## config.mk

```make
export PLATFORM = sky130hd
export DESIGN_NAME = pivu_ctrl_flat
export DESIGN_NICKNAME = d
export VERILOG_FILES = /design/src/rtl/pivu_pkg.sv /design/src/rtl/pivu_if.sv /design/src/rtl/pivu_ctrl.sv /design/src/rtl/pivu_prio_enc.sv /design/src/flat_wrapper.sv
export VERILOG_INCLUDE_DIRS = /design/src /design/src/rtl
export SDC_FILE = /design/constraint.sdc
export NUM_CORES = 1
export LEC_CHECK = 0
export BUFFER_PORTS_ARGS = -buffer_cell sky130_fd_sc_hd__buf_2
export CAP_MARGIN = 30
export CORE_ASPECT_RATIO = 0.75
export CORE_UTILIZATION = 49
export CTS_CLUSTER_SIZE = 16
export DETAILED_ROUTE_END_ITERATION = 16
export MAX_ROUTING_LAYER = met4
export PLACE_DENSITY_LB_ADDON = 0.12
export SLEW_MARGIN = 40
export SYNTH_ARGS = -nofsm -noshare
export SYNTH_HDL_FRONTEND = slang
export SYNTH_HIERARCHICAL = 1
export SYNTH_SLANG_ARGS = --single-unit
export TNS_END_PERCENT = 20
```

## constraint.sdc

```tcl
create_clock -name sys_clk -period 3.85 [get_ports sys_clk]
set_clock_uncertainty 0.05 [all_clocks]
set_input_delay 0.5775 -clock sys_clk [delete_from_list [all_inputs] [get_ports sys_clk]]
set_output_delay 0.5775 -clock sys_clk [all_outputs]
set_load 0.02 [all_outputs]
```

## src/rtl/pivu_defs.svh

```systemverilog
`ifndef PIVU_DEFS_SVH
`define PIVU_DEFS_SVH

// vector register layout
`define PIVU_VBR_RESET      8'h00
`define PIVU_VBR_UPPER_MSB  7
`define PIVU_VBR_UPPER_LSB  3
// fixed vector numbers
`define PIVU_VEC_UNINIT     8'h0f
`define PIVU_VEC_SPURIOUS   8'h18
// level count and source groups
`define PIVU_NUM_LEVELS     7
`define PIVU_NUM_EXT        8
// synchroniser fill count before a pin is trusted
`define PIVU_SYNC_FILL      2'h3

`endif

```

## src/rtl/pivu_pkg.sv

```systemverilog
package pivu_pkg;
    typedef logic [2:0] pivu_level_t;
    typedef logic [7:0] pivu_vector_t;
    typedef enum logic [1:0] {PIVU_ACK_IDLE, PIVU_ACK_WAIT, PIVU_ACK_DONE} pivu_ack_state_t;
endpackage

```

## src/rtl/pivu_if.sv

```systemverilog
`timescale 1ns/100ps
interface pivu_if;
    logic                 irq_post;
    pivu_pkg::pivu_level_t irq_level;
    logic                 ack_req;
    pivu_pkg::pivu_level_t ack_addr;
    logic                 ack_done;
    pivu_pkg::pivu_vector_t ack_vector;
    logic                 bus_err;

    modport ctrl (output irq_post, output irq_level, input ack_req, input ack_addr,
                  output ack_done, output ack_vector, input bus_err);
    modport core (input irq_post, input irq_level, output ack_req, output ack_addr,
                  input ack_done, input ack_vector, output bus_err);
endinterface

```

## src/rtl/pivu_ctrl.sv

```systemverilog
`timescale 1ns/100ps
`include "pivu_defs.svh"
// Functional notes
// - post only highest pending enabled request
// - core acknowledges with level in address
// - return vector number each acknowledge
// - core saves status, enters supervisor
// - core stacks state, jumps via vector
// - strictly higher level preempts running handler
// - lower or equal level waits
// - software orders same level, ends rte
// - one vector per level one to seven
// - vector is five programmed, three level
// - low bits binary level, upper from register
// - software keeps vectors in user range
// - masked sources still visible as pending
// - edge requests cleared by writing one
// - level requests held until source removes
// - unprogrammed register returns vector 0x0f
// - register bits 7..3 programmable, low reserved
// - software programs register before enabling
// - core multiplies vector by four
// - bus error gives spurious vector 24
module pivu_ctrl #(
    parameter int NEXT = `PIVU_NUM_EXT,
    parameter int NINT = 8
) (
    // clock and reset
    input  wire logic                   sys_clk,
    input  wire logic                   srst,
    // link to core
    pivu_if.ctrl                        lnk,
    // source pins and peripheral levels
    input  wire logic [NEXT-1:0]        ext_pin,
    input  wire logic [NEXT-1:0]        ext_edge_sel,
    input  wire logic [NEXT-1:0]        ext_pol,
    input  wire logic [NEXT*3-1:0]      ext_lvl_map,
    input  wire logic [NINT-1:0]        int_req,
    input  wire logic [NINT*3-1:0]      int_lvl_map,
    // software register access
    input  wire logic                   vbr_wr,
    input  wire pivu_pkg::pivu_vector_t vbr_wdata,
    input  wire logic [NEXT+NINT-1:0]   mask_bits,
    input  wire logic                   status_clr_wr,
    input  wire logic [NEXT-1:0]        status_clr_bits,
    output pivu_pkg::pivu_vector_t      vbr_rdata,
    output logic [NEXT+NINT-1:0]        pending_flags_register,
    output logic [NEXT+NINT-1:0]        interrupt_status_register
);
    localparam int NSRC = NEXT + NINT;

    // three-stage pin synchroniser
    logic [NEXT-1:0] s1_q, s2_q, s3_q, s1_d, s2_d, s3_d;
    logic [NEXT-1:0] ext_lvl_q, ext_lvl_d, edge_q, edge_d;
    logic [1:0]      fill_q, fill_d;
    logic [7:0]      vbr_q, vbr_d;
    logic            vbr_set_q, vbr_set_d;
    logic [NSRC-1:0] pend_q, pend_d, stat_q, stat_d;
    logic            post_q, post_d, done_q, done_d;
    pivu_pkg::pivu_level_t  lvl_q, lvl_d;
    pivu_pkg::pivu_vector_t vec_q, vec_d;
    pivu_pkg::pivu_ack_state_t st_q, st_d;

    logic [NSRC-1:0]   raw;
    logic [NSRC*3-1:0] map;
    logic [6:0]        lvl_req;
    pivu_pkg::pivu_level_t top;

    function automatic logic [6:0] lvl_onehot(input logic [2:0] l);
        lvl_onehot = (l == 3'h0) ? 7'h00 : 7'(7'h01 << (l - 3'h1));
    endfunction

    // a pin counts once stages two and three agree; levels stay inactive
    // until the chain holds real samples, so reset zeros never fake an edge
    always_comb
    begin
        s1_d = ext_pin;
        s2_d = s1_q;
        s3_d = s2_q;
        fill_d = (fill_q == `PIVU_SYNC_FILL) ? fill_q : 2'(fill_q + 2'h1);
        ext_lvl_d = ext_lvl_q;
        for (int i = 0; i < NEXT; i++)
            if (fill_q == `PIVU_SYNC_FILL && s2_q[i] == s3_q[i])
                ext_lvl_d[i] = s3_q[i] ~^ ext_pol[i];
    end

    // edge latches: set by active edge, cleared by writing one; set wins
    always_comb
    begin
        edge_d = edge_q;
        for (int i = 0; i < NEXT; i++)
        begin
            if (status_clr_wr && status_clr_bits[i])
                edge_d[i] = 1'b0;
            if (ext_edge_sel[i] && ext_lvl_d[i] && !ext_lvl_q[i])
                edge_d[i] = 1'b1;
        end
    end

    // raw sources: edge latch or live level
    always_comb
    begin
        for (int i = 0; i < NEXT; i++)
            raw[i] = ext_edge_sel[i] ? edge_q[i] : ext_lvl_q[i];
        raw[NSRC-1:NEXT] = int_req;
        map = {int_lvl_map, ext_lvl_map};
    end

    // pending shows all sources; status shows unmasked ones
    always_comb
    begin
        pend_d = raw;
        stat_d = raw & ~mask_bits;
        lvl_req = 7'h00;
        for (int i = 0; i < NSRC; i++)
            if (stat_q[i])
                lvl_req = lvl_req | lvl_onehot(map[i*3 +: 3]);
    end

    pivu_prio_enc #(.LEVELS(`PIVU_NUM_LEVELS)) u_enc (
        .level_req (lvl_req),
        .top_level (top)
    );

    // vector register; reserved low bits read zero
    always_comb
    begin
        vbr_d = vbr_q;
        vbr_set_d = vbr_set_q;
        if (vbr_wr)
        begin
            vbr_d = {vbr_wdata[`PIVU_VBR_UPPER_MSB:`PIVU_VBR_UPPER_LSB], 3'h0};
            vbr_set_d = 1'b1;
        end
    end

    // posting and acknowledge answer
    always_comb
    begin
        st_d = st_q;
        post_d = (top != 3'h0);
        lvl_d = top;
        done_d = 1'b0;
        vec_d = vec_q;
        case (st_q)
            pivu_pkg::PIVU_ACK_IDLE:
                if (lnk.ack_req)
                    st_d = pivu_pkg::PIVU_ACK_WAIT;
            pivu_pkg::PIVU_ACK_WAIT:
            begin
                done_d = 1'b1;
                if (lnk.bus_err)
                    vec_d = `PIVU_VEC_SPURIOUS;
                else if (!vbr_set_q)
                    vec_d = `PIVU_VEC_UNINIT;
                else
                    vec_d = {vbr_q[7:3], lnk.ack_addr};
                st_d = pivu_pkg::PIVU_ACK_DONE;
            end
            pivu_pkg::PIVU_ACK_DONE:
                if (!lnk.ack_req)
                    st_d = pivu_pkg::PIVU_ACK_IDLE;
            default:
                st_d = pivu_pkg::PIVU_ACK_IDLE;
        endcase
    end

    // state registers
    always_ff @(posedge sys_clk)
    begin
        if (srst)
        begin
            s1_q <= '0;
            s2_q <= '0;
            s3_q <= '0;
            fill_q <= 2'h0;
            ext_lvl_q <= '0;
            edge_q <= '0;
            vbr_q <= `PIVU_VBR_RESET;
            vbr_set_q <= 1'b0;
            pend_q <= '0;
            stat_q <= '0;
            post_q <= 1'b0;
            lvl_q <= 3'h0;
            done_q <= 1'b0;
            vec_q <= `PIVU_VEC_UNINIT;
            st_q <= pivu_pkg::PIVU_ACK_IDLE;
        end
        else
        begin
            s1_q <= s1_d;
            s2_q <= s2_d;
            s3_q <= s3_d;
            fill_q <= fill_d;
            ext_lvl_q <= ext_lvl_d;
            edge_q <= edge_d;
            vbr_q <= vbr_d;
            vbr_set_q <= vbr_set_d;
            pend_q <= pend_d;
            stat_q <= stat_d;
            post_q <= post_d;
            lvl_q <= lvl_d;
            done_q <= done_d;
            vec_q <= vec_d;
            st_q <= st_d;
        end
    end

    // outputs straight from flops
    assign lnk.irq_post   = post_q;
    assign lnk.irq_level  = lvl_q;
    assign lnk.ack_done   = done_q;
    assign lnk.ack_vector = vec_q;
    assign vbr_rdata      = vbr_q;
    assign pending_flags_register    = pend_q;
    assign interrupt_status_register = stat_q;
endmodule

```

## src/rtl/pivu_prio_enc.sv

```systemverilog
`timescale 1ns/100ps
`include "pivu_defs.svh"
module pivu_prio_enc #(
    parameter int LEVELS = `PIVU_NUM_LEVELS
) (
    // per-level request, bit 0 is level 1
    input  wire logic [LEVELS-1:0]     level_req,
    // highest level, zero when none
    output pivu_pkg::pivu_level_t      top_level
);
    // scan from low to high so the highest level wins
    always_comb
    begin
        top_level = 3'h0;
        for (int i = 0; i < LEVELS; i++)
            if (level_req[i])
                top_level = 3'(i + 1);
    end
endmodule

```

## src/flat_wrapper.sv

```systemverilog
// flat-port wrapper written by rule: the top's interface ports become plain ports
module pivu_ctrl_flat 
#(
    parameter int NEXT = `PIVU_NUM_EXT,
    parameter int NINT = 8
)
  (sys_clk, srst, ext_pin, ext_edge_sel, ext_pol, ext_lvl_map, int_req, int_lvl_map, vbr_wr, vbr_wdata, mask_bits, status_clr_wr, status_clr_bits, vbr_rdata, pending_flags_register, interrupt_status_register, lnk_irq_post, lnk_irq_level, lnk_ack_req, lnk_ack_addr, lnk_ack_done, lnk_ack_vector, lnk_bus_err);
  pivu_if lnk_i ();
  input  wire logic sys_clk;
  input  wire logic srst;
  input  wire logic [NEXT-1:0] ext_pin;
  input  wire logic [NEXT-1:0] ext_edge_sel;
  input  wire logic [NEXT-1:0] ext_pol;
  input  wire logic [NEXT*3-1:0] ext_lvl_map;
  input  wire logic [NINT-1:0] int_req;
  input  wire logic [NINT*3-1:0] int_lvl_map;
  input  wire logic vbr_wr;
  input  wire pivu_pkg::pivu_vector_t vbr_wdata;
  input  wire logic [NEXT+NINT-1:0] mask_bits;
  input  wire logic status_clr_wr;
  input  wire logic [NEXT-1:0] status_clr_bits;
  output pivu_pkg::pivu_vector_t vbr_rdata;
  output logic [NEXT+NINT-1:0] pending_flags_register;
  output logic [NEXT+NINT-1:0] interrupt_status_register;
  output wire logic [$bits(lnk_i.irq_post)-1:0] lnk_irq_post;
  output wire logic [$bits(lnk_i.irq_level)-1:0] lnk_irq_level;
  input wire logic [$bits(lnk_i.ack_req)-1:0] lnk_ack_req;
  input wire logic [$bits(lnk_i.ack_addr)-1:0] lnk_ack_addr;
  output wire logic [$bits(lnk_i.ack_done)-1:0] lnk_ack_done;
  output wire logic [$bits(lnk_i.ack_vector)-1:0] lnk_ack_vector;
  input wire logic [$bits(lnk_i.bus_err)-1:0] lnk_bus_err;
  assign lnk_irq_post = lnk_i.irq_post;
  assign lnk_irq_level = lnk_i.irq_level;
  assign lnk_i.ack_req = lnk_ack_req;
  assign lnk_i.ack_addr = lnk_ack_addr;
  assign lnk_ack_done = lnk_i.ack_done;
  assign lnk_ack_vector = lnk_i.ack_vector;
  assign lnk_i.bus_err = lnk_bus_err;
  pivu_ctrl #(.NEXT(NEXT), .NINT(NINT)) u_core (.sys_clk(sys_clk), .srst(srst), .lnk(lnk_i), .ext_pin(ext_pin), .ext_edge_sel(ext_edge_sel), .ext_pol(ext_pol), .ext_lvl_map(ext_lvl_map), .int_req(int_req), .int_lvl_map(int_lvl_map), .vbr_wr(vbr_wr), .vbr_wdata(vbr_wdata), .mask_bits(mask_bits), .status_clr_wr(status_clr_wr), .status_clr_bits(status_clr_bits), .vbr_rdata(vbr_rdata), .pending_flags_register(pending_flags_register), .interrupt_status_register(interrupt_status_register));
endmodule
```

# [Word-level counts from Yosys, hierarchy flattened]
# Cells that the tools add are included.
[word_totals] mem_bits_ro=0 memories=0 latchBits=0 ramBits=0 regBits=95
[classes] multipliers=0 n_bitwise=25 n_shift=16 order_cmp=0 eq_ne=13 addsub=17 div_mod_pow=0 n_mux=77 reduce_logical=67
[ops] cell="7-bit two-way mux" count=32
[ops] cell="1-bit by 3-bit left shift with 7-bit output (first input constant)" count=16
[ops] cell="7-bit OR" count=15
[ops] cell="3-bit zero test" count=16
[ops] cell="3-bit by 1-bit subtractor with 3-bit output (second input constant)" count=16
[ops] cell="1-bit two-way mux" count=34
[ops] cell="1-bit logical AND" count=32
[ops] cell="3-bit two-way mux" count=6
[ops] cell="16-bit AND" count=1
[ops] cell="8-bit two-way mux" count=2
[ops] cell="16-bit NOT" count=1
[ops] cell="2-bit nonzero test" count=8
[ops] cell="1-bit equality test" count=8
[ops] cell="1-bit zero test" count=8
[ops] cell="1-bit bitwise XNOR" count=8
[ops] cell="2-bit one-hot mux with 3 select lines" count=1
[ops] cell="2-bit equality test (second input constant)" count=2
[ops] cell="2-bit two-way mux" count=2
[ops] cell="2-bit inequality test (second input constant)" count=2
[ops] cell="3-bit nonzero test" count=1
[ops] cell="2-bit by 1-bit adder with 2-bit output (second input constant)" count=1
[ops] cell="2-bit by 1-bit equality test with 1-bit output (second input constant)" count=1
[ops] cell="2-bit zero test" count=1
[ops] cell="2-bit AND reduction" count=1

# [Longest topological paths before layout]
[logic_depth] word_depth=42 ltp_mapped=11 depth_no_buf=11

# [Hierarchy]
# Netlist, hierarchy kept.
[modules_own_cells] module="pivu_ctrl" seq_area_each_um2=1901.8 area_each_um2=4581.9 n_inst=1 cells_each=501
[modules_own_cells] module="pivu_prio_enc" seq_area_each_um2=0.0 area_each_um2=45.0 n_inst=1 cells_each=10

# [Least setup slack after synthesis]
# No wires, ideal clock.
[synth_timing] kind="in2reg" from="input int_lvl_map[1]" to="register u_core.post_q, in the netlist u_core/lnk.irq_post" path_slack_ns=0.972 arrival_time_ns=2.701 required_ns=3.673 setup_time_ns=0.127 cell_stages=10 cell_sequence="nor2_1 -> ha_1 -> and4bb_1 -> nor4_4 -> nand3_1 -> or4_1 -> o21ai_0 -> nand2_1 -> nor2b_1 -> or3_1"
[synth_lines] element="start: declaration" line="flat_wrapper.sv:16" rtl="input wire logic [NINT*3-1:0] int_lvl_map;"
[synth_lines] element="3-bit by 1-bit subtractor with 3-bit output" line="pivu_ctrl.sv:70" rtl="lvl_onehot = (l == 3'h0) ? 7'h00 : 7'(7'h01 << (l - 3'h1));"
[synth_lines] element="1-bit by 3-bit left shift with 7-bit output" line="pivu_ctrl.sv:70"
[synth_lines] element="7-bit two-way mux *" line="pivu_ctrl.sv:70"
[synth_lines] element="7-bit OR *" line="pivu_ctrl.sv:117" rtl="lvl_req = lvl_req | lvl_onehot(map[i*3 +: 3]);"
[synth_lines] element="7-bit two-way mux *" line="pivu_ctrl.sv:116" rtl="if (stat_q[i])"
[synth_lines] element="7-bit OR" line="pivu_ctrl.sv:117"
[synth_lines] element="7-bit two-way mux *" line="pivu_ctrl.sv:116"
[synth_lines] element="7-bit OR" line="pivu_ctrl.sv:117"
[synth_lines] element="[7 not listed]"
[synth_lines] element="7-bit OR" line="pivu_ctrl.sv:117"
[synth_lines] element="7-bit two-way mux *" line="pivu_ctrl.sv:116"
[synth_lines] element="7-bit OR" line="pivu_ctrl.sv:117"
[synth_lines] element="7-bit two-way mux *" line="pivu_ctrl.sv:116"
[synth_lines] element="named net u_core.lvl_req[1]" line="pivu_ctrl.sv:66" rtl="logic [6:0] lvl_req;"
[synth_lines] element="3-bit two-way mux * (6 in a row)" line="pivu_prio_enc.sv:16" rtl="if (level_req[i])"
[synth_lines] element="named net u_core.lvl_d[1]" line="pivu_ctrl.sv:60" rtl="pivu_pkg::pivu_level_t lvl_q, lvl_d;"
[synth_lines] element="3-bit nonzero test *" line="pivu_ctrl.sv:141" rtl="post_d = (top != 3'h0);"
[synth_lines] element="end signal: assignment" line="pivu_ctrl.sv:201" rtl="post_q <= post_d;"
[synth_lines] element="end: declaration" line="pivu_ctrl.sv:59" rtl="logic post_q, post_d, done_q, done_d;"
# Mark *: on every way through the listed nets, which the timed path passes. The rest lies on a longest branch.
# A chain may end at the register's enable or synchronous reset.

# [Worst setup path after layout]
# Same ends and word-level chain as after synthesis.

==> flow_metrics.py <==
metrics = {
    "setup_path": {
        "max_stage_delay_ps": 590,
        "start_kind": "input port",
        "cp_max_fo": 8,
        "cp.arrival_ps": 3190,
        "r2r_start": "u_core/interrupt_status_register[1]",
        "endpoint_kind": "register",
        "worstSetupStartpoint": "int_lvl_map[1]",
        "critical_path_class": "input port to register",
        "worstPathCellList": "buf_2, nor2_1, ha_1, and4bb_1, nor4_4, nand3_1, or4_1, o21ai_0, nand2_1, nor2b_1, or3_1",
        "crit_path_top_delay_cell": "or4_1",
        "timing.rr.end": "u_core/lnk.irq_post",
        "required_ps": 4020,
        "rr_worst_depth": 8,
        "ff2ff_setup_slack_ps": 1210,
    },
    "yosys": {
        "async_reset_ff_share_pct": 0,
        "synth_common_cells": "dfxtp_1 (95), nor2b_1 (46), nor2_1 (45), nand2_1 (44), nand4b_1 (32)",
        "synth_cells": 511,
        "synth_edf_count": 0,
        "yosys.area.top_type_share_pct": 41.1,
        "ys_ff_latch": 95,
        "yosys_warnings": 6,
        "synth_cell_types": 45,
        "synth_area_leader_cell": "dfxtp_1",
        "syn_area_mm2": 0.00463,
        "seq_area_frac_synth_pct": 41.1,
        "syn_area_per_cell_um2": 9.05,
        "synth_area_leaders": "dfxtp_1 (41%), nor2b_1 (6.2%), nand4b_1 (6.1%)",
        "yosysMostFrequentCell": "dfxtp_1",
        "synth_top_flop_cell": "dfxtp_1",
    },
    "route": {
        "drtIter0Drc": 329,
        "top_layer": "met4",
        "drc": 0,
        "first_pass_iters": 5,
        "wl_met2_um": 5560,
        "num_vias": 4546,
        "wl_met3_um": 1020,
        "drt-total-wl_um": 12800,
        "vias_per_cell": 5.63,
        "drt-met1-wl_um": 5990,
        "ant_nets": 0,
        "wire_per_inst_um": 15.8,
    },
    "layout": {
        "layout-drive-gt1-share_pct": 27.1,
        "synthToLayoutAreaGrowth_pct": 26.8,
        "final_net_count": 811,
        "fillers": 790,
        "final_cells": 808,
        "fin_util_pct": 64.3,
    },
    "run": {
        "max_cap_violations": 0,
    },
    "placed_design": {
        "pre_cts_ws_ps": 511,
        "gp_congestion": 0.931,
        "dp.cells": 792,
        "port_buffers": 167,
        "dpl.hpwl_um": 9980,
    },
    "power_and_ir_drop": {
        "p_leak_nw": 2.54,
        "ir_worst_vdd_uv": 353,
        "p_total_mw": 2.27,
        "power_density_mw_per_mm2": 387,
    },
    "global_route": {
        "antenna_found_initial": 0,
        "grt_max_degree": 58,
        "grt_pass1_vias": 3995,
        "grt_overflow": 0,
        "gr-usage-all-layers_pct": 26.8,
        "grt_pass1_wl_um": 19600,
    },
    "floorplan": {
        "dieHeight_um": 86.2,
        "dieArea_mm2": 0.00984,
        "core_mm2": 0.00912,
        "initial_core_util_pct": 50.7,
        "num_io_pins": 174,
        "die_w_um": 114,
        "rows": 30,
    },
    "timing": {
        "setup_tns_ps": 0,
        "tightest_slew_ps": 777,
        "setup_violations": 0,
        "finalWorstSetupSlack_ps": 830,
        "min_period_ps": 3020,
        "maxSlewHeadroom_pct": 47.5,
        "rsz0062_at_grt": "no",
        "max_freq_mhz": 331,
        "slew_violations": 0,
        "finalCritPeriodShare_pct": 78.4,
        "hold_viol_final": 0,
    },
    "clock_network": {
        "clk_pin_slew_ps": 60,
        "cts_buffers": 9,
        "post-cts-setup-buffers": 0,
        "cts_buffer_depth": 2,
        "tritoncts": "done",
        "clk_latency_ps": 340,
        "clock_sinks": 95,
        "cts_resized": 0,
        "htreeDepth": 3,
        "root_buffer": "clkbuf_16",
        "ctsHoldBuffers": 0,
    },
    "hold_path": {
        "hold_class": "input port to register",
        "whs_path_depth": 2,
        "worstHoldStart": "mask_bits[15]",
        "hold_end": "u_core/interrupt_status_register[15]",
    },
    "run_status": {
        "outcome": "finished clean",
    },
}
critical path, delay by kind of cell:
kind	cells	cell delay, ps
AO/OA/AOI/OAI	1	180
buffers and inverters	1	150
adder cells (fa/ha/maj)	1	370
AND/OR/NAND/NOR	8	1900
registers in the layout, summed over array words and instances (netlist names):
| signal | count |
|---|---|
| u_core/interrupt_status_register | 16 |
| u_core/pending_flags_register | 16 |
| u_core/edge_q | 8 |
| u_core/ext_lvl_q | 8 |
| u_core/lnk.ack_vector | 8 |
| u_core/s1_q | 8 |
| u_core/s2_q | 8 |
| u_core/s3_q | 8 |
| u_core/vbr_rdata | 5 |
| u_core/lnk.irq_level | 3 |
| u_core/fill_q | 2 |
| u_core/st_q | 2 |
| u_core/lnk.ack_done | 1 |
| u_core/lnk.irq_post | 1 |
| u_core/vbr_set_q | 1 |
report_power, final:
part	switching (mW)	total (mW)	internal [mW]
Sequential	0.0321	1.06	1.03
Clock	0.361	0.861	0.501
Combinational	0.199	0.347	0.147
Total	0.592	2.27	1.68
logic make-up after synthesis:
| logic type | Yosys count | share of synthesized area, % |
|---|---|---|
| and+or+nand+nor | 282 | 37.5 |
| DFF | 95 | 41.1 |
| muxes | 14 | 3.03 |
| AOI/OAI and AO/OA | 71 | 10.3 |
| other | 1 | 0.0810 |
| xor gates and xnor gates | 9 | 1.70 |
| adders and majority gates | 15 | 4.06 |
| buffers and inverters | 24 | 2.19 |
routing by layer:
layer / vias to the layer above / GRT usage (%)
li1: 2250 / -
met1: 2085 / 35.5
met2: 190 / 39.7
met3: 21 / 6.93
met4: 0 / 8.50
met5: - / -
cell usage in the layout (no fill, tap or decap), types with 5 or more instances in the layout:
master,netlist,final
inv_1,6,6
dfxtp_1,95,95
mux2i_1,14,14
nand3b_1,5,5
nor2b_1,46,46
nand3_1,11,11
nor4bb_1,20,20
and3_1,8,8
buf_2,0,166
o32ai_1,6,6
o311ai_0,12,12
nand2_1,44,44
nor2_1,45,45
xnor2_1,8,8
o2111ai_1,5,5
ha_1,15,15
nor3_1,18,18
nand4_1,22,22
or3b_1,8,8
a21oi_1,24,24
nand4b_1,32,32
clkbuf_16,0,9
nor4_1,7,7
o21ai_1,8,8
worst max-delay path by stage:
stage	endpoint	slack, ps
after global routing	u_core/lnk.irq_post	730
after floorplan	u_core/lnk.irq_post	970
after detailed placement	u_core/lnk.irq_post	510
after global placement	u_core/lnk.irq_post	510
final	u_core/lnk.irq_post	830
after CTS	u_core/lnk.irq_post	870
area by class of cell:
type	instances	area [um^2]	area share (%)
antenna	1	2.50	0.0427
clock buffer	10	229	3.90
clock inverter	5	57.6	0.981
inverter	7	26.3	0.448
multi-input combinational	394	2630	44.8
sequential	95	1900	32.4
tap	128	160	2.73
timing repair buffer	168	858	14.6
per-stage QoR:
| stage | cell area (um^2) | hold WS (ps) |
|---|---|---|
| global placement | 5580 | 367 |
| detailed placement | 5580 | 378 |
| floorplan | 4630 | 364 |
| CTS | 5860 | 322 |
| finish | 5870 | 337 |
| global route | 5860 | 320 |
(Power assumes the default switching activity.)
